<file path="config.mk">
export PLATFORM = sky130hd
export DESIGN_NAME = link_group_irq_status
export DESIGN_NICKNAME = d
export VERILOG_FILES = /design/src/design/irq_pkg.sv /design/src/design/link_group_irq_status.sv /design/src/design/link_status_cell.sv
export VERILOG_INCLUDE_DIRS = /design/src /design/src/design
export SDC_FILE = /design/constraint.sdc
export NUM_CORES = 1
export LEC_CHECK = 0
export ABC_AREA = 1
export BUFFER_PORTS_ARGS = -buffer_cell sky130_fd_sc_hd__buf_2
export CAP_MARGIN = 20
export CORE_AREA = 2 2 145 147
export CTS_CLUSTER_DIAMETER = 80
export CTS_CLUSTER_SIZE = 12
export DETAILED_ROUTE_END_ITERATION = 16
export DIE_AREA = 0 0 147 149
export GPL_ROUTABILITY_DRIVEN = 0
export PLACE_DENSITY = 0.54
export SLEW_MARGIN = 20
export SYNTH_ARGS = -nofsm -noshare
export SYNTH_HDL_FRONTEND = slang
export SYNTH_HIERARCHICAL = 1
export SYNTH_SLANG_ARGS = --single-unit
</file>
<file path="constraint.sdc">
create_clock -name CORE_CLK_IN -period 3.5 [get_ports CORE_CLK_IN]
set_input_delay 0.7 -clock CORE_CLK_IN [delete_from_list [all_inputs] [get_ports CORE_CLK_IN]]
set_output_delay 0.7 -clock CORE_CLK_IN [all_outputs]
set_load 0.01 [all_outputs]
</file>
<file path="src/design/irq_consts.svh">
`ifndef IRQ_CONSTS_SVH
`define IRQ_CONSTS_SVH

// ----------------------------------------
// register offsets
// ----------------------------------------
`define MASTER_EN_ADDR 10'h218
`define LINK_EN_BASE 10'h219
`define LINK_STAT_BASE 10'h222
`define MASTER_STAT_ADDR 10'h232
`define GRP_OVF_ADDR 10'h235

// ----------------------------------------
// field positions and sizes
// ----------------------------------------
`define STAT_GRP_ANY_BIT 7
`define STAT_ICP_XFER_BIT 6
`define STAT_CNT_OVF_BIT 0
`define LINK_SPAN 10'h008
`define LINK_COUNT 8
`define GROUP_COUNT 4

// ----------------------------------------
// reset values
// ----------------------------------------
`define MASTER_EN_RST 8'h00
`define LINK_EN_RST 8'h00
`define LINK_STAT_RST 8'h00
`define GRP_OVF_RST 4'h0
`define RDATA_RST 8'h00
`define UNMAPPED_READ 8'h00

`endif

</file>
<file path="src/design/irq_pkg.sv">
package irq_pkg;

    // one host register access, synchronous to the core clock
    typedef struct packed {
        logic wr;
        logic rd;
        logic [9:0] addr;
        logic [7:0] wdata;
    } host_req_t;

    // one-cycle event pulses raised by a single link
    typedef struct packed {
        logic icp_change;
        logic protocol_violation_flag;
        logic delay_sync_lost_flag;
        logic frame_lost_flag;
        logic cell_delineation_lost_flag;
    } link_evt_t;

endpackage : irq_pkg

</file>
<file path="src/design/link_group_irq_status.sv">
`timescale 1ns/1ps
`default_nettype none
`include "irq_consts.svh"

module link_group_irq_status (
    input wire logic CORE_CLK_IN,
    input wire logic RST_IN,
    input wire irq_pkg::host_req_t HOST_REQ_IN,
    input wire irq_pkg::link_evt_t [7:0] LINK_EVT_IN,
    input wire logic [7:0] LINK_CNT_OVF_IN,
    input wire logic [3:0] ICP_READY_IN,
    input wire logic [3:0] FRAME_PULSE_IN,
    input wire logic [3:0] GRP_OVF_EVT_IN,
    output logic [7:0] RDATA_OUT,
    output logic IRQ_N_OUT
);
    import irq_pkg::*;

    // ----------------------------------------
    // address decode
    // ----------------------------------------
    // returns {hit, index} for an eight-register window at base
    function automatic logic [3:0] decode_link(
        input logic [9:0] a,
        input logic [9:0] base
    );
        logic [9:0] d;
        d = a - base;
        decode_link = {(a >= base) && (d < `LINK_SPAN), d[2:0]};
    endfunction : decode_link

    logic [3:0] sel_stat;
    logic [3:0] sel_en;
    logic hit_men;
    logic hit_mstat;
    logic hit_grp;

    always_comb
    begin
        sel_stat = decode_link(HOST_REQ_IN.addr, `LINK_STAT_BASE);
        sel_en = decode_link(HOST_REQ_IN.addr, `LINK_EN_BASE);
        hit_men = HOST_REQ_IN.addr == `MASTER_EN_ADDR;
        hit_mstat = HOST_REQ_IN.addr == `MASTER_STAT_ADDR;
        hit_grp = HOST_REQ_IN.addr == `GRP_OVF_ADDR;
    end

    // ----------------------------------------
    // group level sources
    // ----------------------------------------
    logic [3:0] icp_ready_q;
    logic [3:0] grp_q;
    logic icp_xfer;
    logic grp_any;

    // ready bits come from core logic, so no synchroniser is needed
    always_ff @(posedge CORE_CLK_IN)
    begin
        if (RST_IN)
            icp_ready_q <= 4'hf;
        else
            icp_ready_q <= ICP_READY_IN;
    end

    // reset to all ones so a ready bit high at reset is no false event
    always_comb
    begin
        icp_xfer = |(ICP_READY_IN & ~icp_ready_q) | (|FRAME_PULSE_IN);
        grp_any = |grp_q;
    end

    // host write of 0 clears, a same-cycle overflow still sets
    always_ff @(posedge CORE_CLK_IN)
    begin
        if (RST_IN)
            grp_q <= `GRP_OVF_RST;
        else if (HOST_REQ_IN.wr && hit_grp)
            grp_q <= (grp_q & HOST_REQ_IN.wdata[3:0]) | GRP_OVF_EVT_IN;
        else
            grp_q <= grp_q | GRP_OVF_EVT_IN;
    end

    // ----------------------------------------
    // per-link status and enable
    // ----------------------------------------
    logic [7:0] stat [8];
    logic [7:0] en [8];
    logic [7:0] link_req;

    genvar g;
    generate
        for (g = 0; g < `LINK_COUNT; g++)
        begin : gen_link
            link_status_cell #(
                .IS_LINK0(g == 0)
            ) u_cell (
                .clk_in(CORE_CLK_IN),
                .rst_in(RST_IN),
                .wr_stat_in(HOST_REQ_IN.wr && sel_stat[3]
                    && sel_stat[2:0] == 3'(g)),
                .wr_en_in(HOST_REQ_IN.wr && sel_en[3]
                    && sel_en[2:0] == 3'(g)),
                .wdata_in(HOST_REQ_IN.wdata),
                .evt_in(LINK_EVT_IN[g]),
                .grp_any_in(grp_any),
                .icp_xfer_in(icp_xfer),
                .cnt_ovf_in(LINK_CNT_OVF_IN[g]),
                .status_out(stat[g]),
                .enable_out(en[g]),
                .req_out(link_req[g])
            );
        end
    endgenerate

    // ----------------------------------------
    // master stage
    // ----------------------------------------
    logic [7:0] men_q;
    logic irq_n_q;

    always_ff @(posedge CORE_CLK_IN)
    begin
        if (RST_IN)
            men_q <= `MASTER_EN_RST;
        else if (HOST_REQ_IN.wr && hit_men)
            men_q <= HOST_REQ_IN.wdata;
    end

    // pin is registered: one cycle behind the request, free of glitches
    always_ff @(posedge CORE_CLK_IN)
    begin
        if (RST_IN)
            irq_n_q <= 1'b1;
        else
            irq_n_q <= ~|(link_req & men_q);
    end

    assign IRQ_N_OUT = irq_n_q;

    // ----------------------------------------
    // read port
    // ----------------------------------------
    logic [7:0] rd_mux;
    logic [7:0] rdata_q;

    always_comb
    begin
        rd_mux = `UNMAPPED_READ;
        if (sel_stat[3])
            rd_mux = stat[sel_stat[2:0]];
        else if (sel_en[3])
            rd_mux = en[sel_en[2:0]];
        else if (hit_men)
            rd_mux = men_q;
        else if (hit_mstat)
            rd_mux = link_req;
        else if (hit_grp)
            rd_mux = {4'h0, grp_q};
    end

    // data holds until the next read
    always_ff @(posedge CORE_CLK_IN)
    begin
        if (RST_IN)
            rdata_q <= `RDATA_RST;
        else if (HOST_REQ_IN.rd)
            rdata_q <= rd_mux;
    end

    assign RDATA_OUT = rdata_q;

    logic wr_stat0;
    logic wr_en0;
    logic rd_hi_link;

    always_comb
    begin
        wr_stat0 = HOST_REQ_IN.wr && sel_stat == 4'h8;
        wr_en0 = HOST_REQ_IN.wr && sel_en == 4'h8;
        rd_hi_link = HOST_REQ_IN.rd && sel_stat[3] && sel_stat[2:0] != 3'h0;
    end
endmodule : link_group_irq_status
`default_nettype wire

</file>
<file path="src/design/link_status_cell.sv">
`timescale 1ns/1ps
`default_nettype none
`include "irq_consts.svh"

module link_status_cell #(
    parameter bit IS_LINK0 = 1'b0
) (
    input wire logic clk_in,
    input wire logic rst_in,
    input wire logic wr_stat_in,
    input wire logic wr_en_in,
    input wire logic [7:0] wdata_in,
    input wire irq_pkg::link_evt_t evt_in,
    input wire logic grp_any_in,
    input wire logic icp_xfer_in,
    input wire logic cnt_ovf_in,
    output logic [7:0] status_out,
    output logic [7:0] enable_out,
    output logic req_out
);
    import irq_pkg::*;

    logic [6:1] sticky_q;
    logic [6:1] set_d;
    logic [6:1] clr_d;
    logic [7:0] en_q;

    // ----------------------------------------
    // sticky event flags
    // ----------------------------------------
    always_comb
    begin
        set_d[1] = evt_in.cell_delineation_lost_flag;
        set_d[2] = evt_in.frame_lost_flag;
        set_d[3] = evt_in.delay_sync_lost_flag;
        set_d[4] = evt_in.protocol_violation_flag;
        set_d[5] = evt_in.icp_change;
        set_d[6] = IS_LINK0 ? icp_xfer_in : 1'b0;
        clr_d = wr_stat_in ? ~wdata_in[6:1] : 6'h00;
    end

    // a write of 1 leaves a flag alone; an event in the clear cycle wins
    always_ff @(posedge clk_in)
    begin
        if (rst_in)
            sticky_q <= 6'h00;
        else
            sticky_q <= (sticky_q & ~clr_d) | set_d;
    end

    // ----------------------------------------
    // enable register
    // ----------------------------------------
    always_ff @(posedge clk_in)
    begin
        if (rst_in)
            en_q <= `LINK_EN_RST;
        else if (wr_en_in)
            en_q <= wdata_in;
    end

    // ----------------------------------------
    // read view and request
    // ----------------------------------------
    // bit 7 (link 0 only, tied 0 on links 1-7) and bit 0 are live levels: only their sources can clear them
    always_comb
    begin
        status_out = {IS_LINK0 ? grp_any_in : 1'b0, sticky_q, cnt_ovf_in};
        enable_out = en_q;
        req_out = |(status_out & en_q);
    end

endmodule : link_status_cell
`default_nettype wire

</file>
==> impl_metrics.py <==
metrics = {
    "synth": {
        "yosysWarnings": 6,
        "avgSynthCellArea_um2": 6.49,
        "synth.cell_area_mm2": 0.00785,
        "synth-seq-cells": 137,
        "seq_area_frac_synth": 0.349,
        "ys_types": 40,
        "syn_inst": 1210,
        "synth_nets": 1299,
    },
    "global_route": {
        "track_usage": 0.239,
        "grt_pass1_vias": 7151,
        "gr-total-overflow": 0,
        "grt_max_degree": 117,
        "grt_antenna_before_repair": 0,
        "grt_pass1_wl_um": 40300,
    },
    "sta": {
        "max_freq_mhz": 385,
        "max_slew_margin": 0.492,
        "drv_slew": 0,
        "setup_slack_ns": 0.902,
        "worst_pin_slew_ns": 0.762,
        "rsz0062_at_grt": "no",
        "whs_ns": 0.455,
        "fin_skew_ns": 0.00958,
        "tns_ns": 0,
        "finalSetupViolCount": 0,
        "fin_crit_ns": 2.60,
        "fin_crit_sh": 0.742,
        "hold_viol": 0,
    },
    "clock_network": {
        "cts_buffers": 17,
        "ctsHtreeMaxLevel": 4,
        "clk_pin_slew_ns": 0.06,
        "clock-sinks": 137,
        "clk_path_buf_depth": 2,
        "postCtsSetupRepairBufs": 0,
        "postCtsHoldBufs": 0,
        "clk_latency_ns": 0.43,
        "cts_tree": "yes",
        "cts-root-buf": "clkbuf_16",
        "ctsResizeCount": 0,
    },
    "drt": {
        "drc": 0,
        "vias": 7759,
        "wl_per_cell_um": 16.5,
        "drtPass1Iterations": 5,
        "drt_wl_total_um": 25900,
        "detail-route-antenna-nets": 0,
        "routed_via_density": 4.95,
        "drt_iter0_markers": 606,
    },
    "placed_design": {
        "io_buffers": 90,
        "dp_hpwl_um": 18300,
        "dp_cells": 1535,
        "detailedPlace.worstSlack_ns": 0.524,
    },
    "final_layout": {
        "final_common_cell": "nand2_1",
        "n_fill_cell": 2240,
        "post-route-util": 0.435,
        "final-instance-count-excl-fill": 1567,
        "multi_input_comb_area_mm2": 0.00408,
        "layout_common_cells": "nand2_1 (421), dfxtp_1 (137), inv_1 (133)",
        "seq_area_mm2": 0.00274,
        "syn_to_final_growth_pct": 13.9,
        "diodes": 0,
        "nets": 1368,
        "final_layout_size_suffix_gt1_frac": 0.172,
    },
    "run": {
        "maxCapViolations": 0,
    },
    "pwr": {
        "p_seq_frac": 0.429,
        "power.net_switching_mw": 1.07,
        "power_density_mw_per_mm2": 430,
        "combPwrFrac": 0.115,
        "p_leak_nw": 3.94,
        "sw_frac_of_total": 0.280,
        "p_int_mw": 2.77,
        "clkPwrFrac": 0.456,
        "vdd_drop_max_v": 0.000309,
    },
    "outcome": {
        "status": "completed",
    },
    "die": {
        "initial_core_util": 0.382,
        "core_area_mm2": 0.0206,
        "die_y_um": 149,
        "fp-row-count": 53,
        "io_pins": 91,
        "dieArea_mm2": 0.0219,
        "die_w_um": 147,
    },
    "worst_setup_path": {
        "arrival_ns": 2.89,
        "worstSetupPathType": "in2reg",
        "end_kind": "flip-flop",
        "worstPathRequired_ns": 3.79,
        "startpoint": "HOST_REQ_IN[10]",
        "crit_path_max_fanout": 10,
        "start_kind": "primary input",
        "rr_startpoint": "grp_q[3]",
    },
    "min_path": {
        "hold_path.class": "in2reg",
        "holdCritStartpoint": "ICP_READY_IN[0]",
    },
}
-- power by group through the flow --
| stage | Sequential, mW | Clock, mW | Combinational [mW] |
|---|---|---|---|
| 3_5_place_dp | 1.68 | 0 | 0.436 |
| 2_1_floorplan | 1.66 | 0 | 0.266 |
| 3_3_place_gp | 1.68 | 0 | 0.435 |
| 4_1_cts | 1.65 | 1.79 | 0.438 |
| 5_1_grt | 1.65 | 1.85 | 0.487 |
| 6_report | 1.65 | 1.75 | 0.440 |
-- stage by stage --
stage / cell area, um^2 / total power, mW
4_1_cts: 8940 / 3.87
5_1_grt: 8940 / 3.99
3_5_place_dp: 8370 / 2.12
2_1_floorplan: 7850 / 1.93
3_3_place_gp: 8370 / 2.12
6_report: 8940 / 3.84
-- layout make-up --
type	instances	share of cell area
multi-input combinational	868	0.457
sequential	137	0.307
timing repair buffer	109	0.0680
inverter	146	0.0658
clock buffer	20	0.0511
tap	275	0.0385
clock inverter	12	0.0133
-- worst max-delay path, cell delays in order --
cell and delay [ns]:
buf_2 0.14, inv_2 0.12, ha_1 0.22, nand2_1 0.07, a21oi_1 0.15, nand3_2 0.25
nor2_1 0.36, nand2_1 0.14, nor2_1 0.46, inv_1 0.07, o21ai_0 0.15, nor2_1 0.05
-- final timing paths --
kind         depth (start not counted)  slack, ns                        endpoint
max                                 12       0.90  gen_link[1].u_cell/sticky_q[6]
min                                  3       0.45                  icp_ready_q[0]
max reg2reg                          9       1.52                       IRQ_N_OUT
min reg2reg                          2       0.47  gen_link[4].u_cell/sticky_q[6]
-- registers in the layout, indices dropped and copies added (netlist names) --
register                    cells
icp_ready_q                     4
gen_link.u_cell/sticky_q       48
gen_link.u_cell/enable_out     64
grp_q                           4
IRQ_N_OUT                       1
men_q                           8
RDATA_OUT                       8
-- Yosys cell counts (all sizes together) --
library cell / n / share of area
nand2: 422 / 0.20
inv: 145 / 0.074
dfxtp: 137 / 0.35
a21oi: 135 / 0.11
nor2: 109 / 0.054
o21ai: 92 / 0.059
nand3: 51 / 0.037
buf: 44 / 0.047
o22ai: 22 / 0.018
clkbuf: 15 / 0.0084
conb: 7 / 0.0033
ha: 7 / 0.011
or2: 5 / 0.0040
o211ai: 4 / 0.0038
nor3b: 3 / 0.0029
a221oi: 2 / 0.0022
nand4: 2 / 0.0016
nor3: 2 / 0.0019
a22o: 1 / 0.0011
clkinv: 1 / 0.0011
nand3b: 1 / 0.00096
nor4: 1 / 0.00080
or4: 1 / 0.00096
xnor2: 1 / 0.0011
-- metal layers --
layer | share of wire | routed length, um | up-vias | GRT usage
met1 | 0.49 | 12700 | 3545 | 0.345
li1 | - | - | 3943 | -
met5 | 0 | 0 | - | 0
met4 | 0.026 | 663 | 0 | 0.0913
met3 | 0.056 | 1440 | 40 | 0.0404
met2 | 0.43 | 11100 | 231 | 0.357
-- logic make-up after synthesis --
kind of cell             Yosys count  share of synthesized area
flip-flops                       137                      0.349
AO/OA/AOI/OAI                    256                      0.198
adder cells (fa/ha/maj)            7                     0.0112
other                              7                    0.00335
buffers and inverters            205                      0.130
AND/OR/NAND/NOR                  597                      0.307
XOR/XNOR                           1                    0.00112
Note: power is estimated with default switching activity, not from simulation.
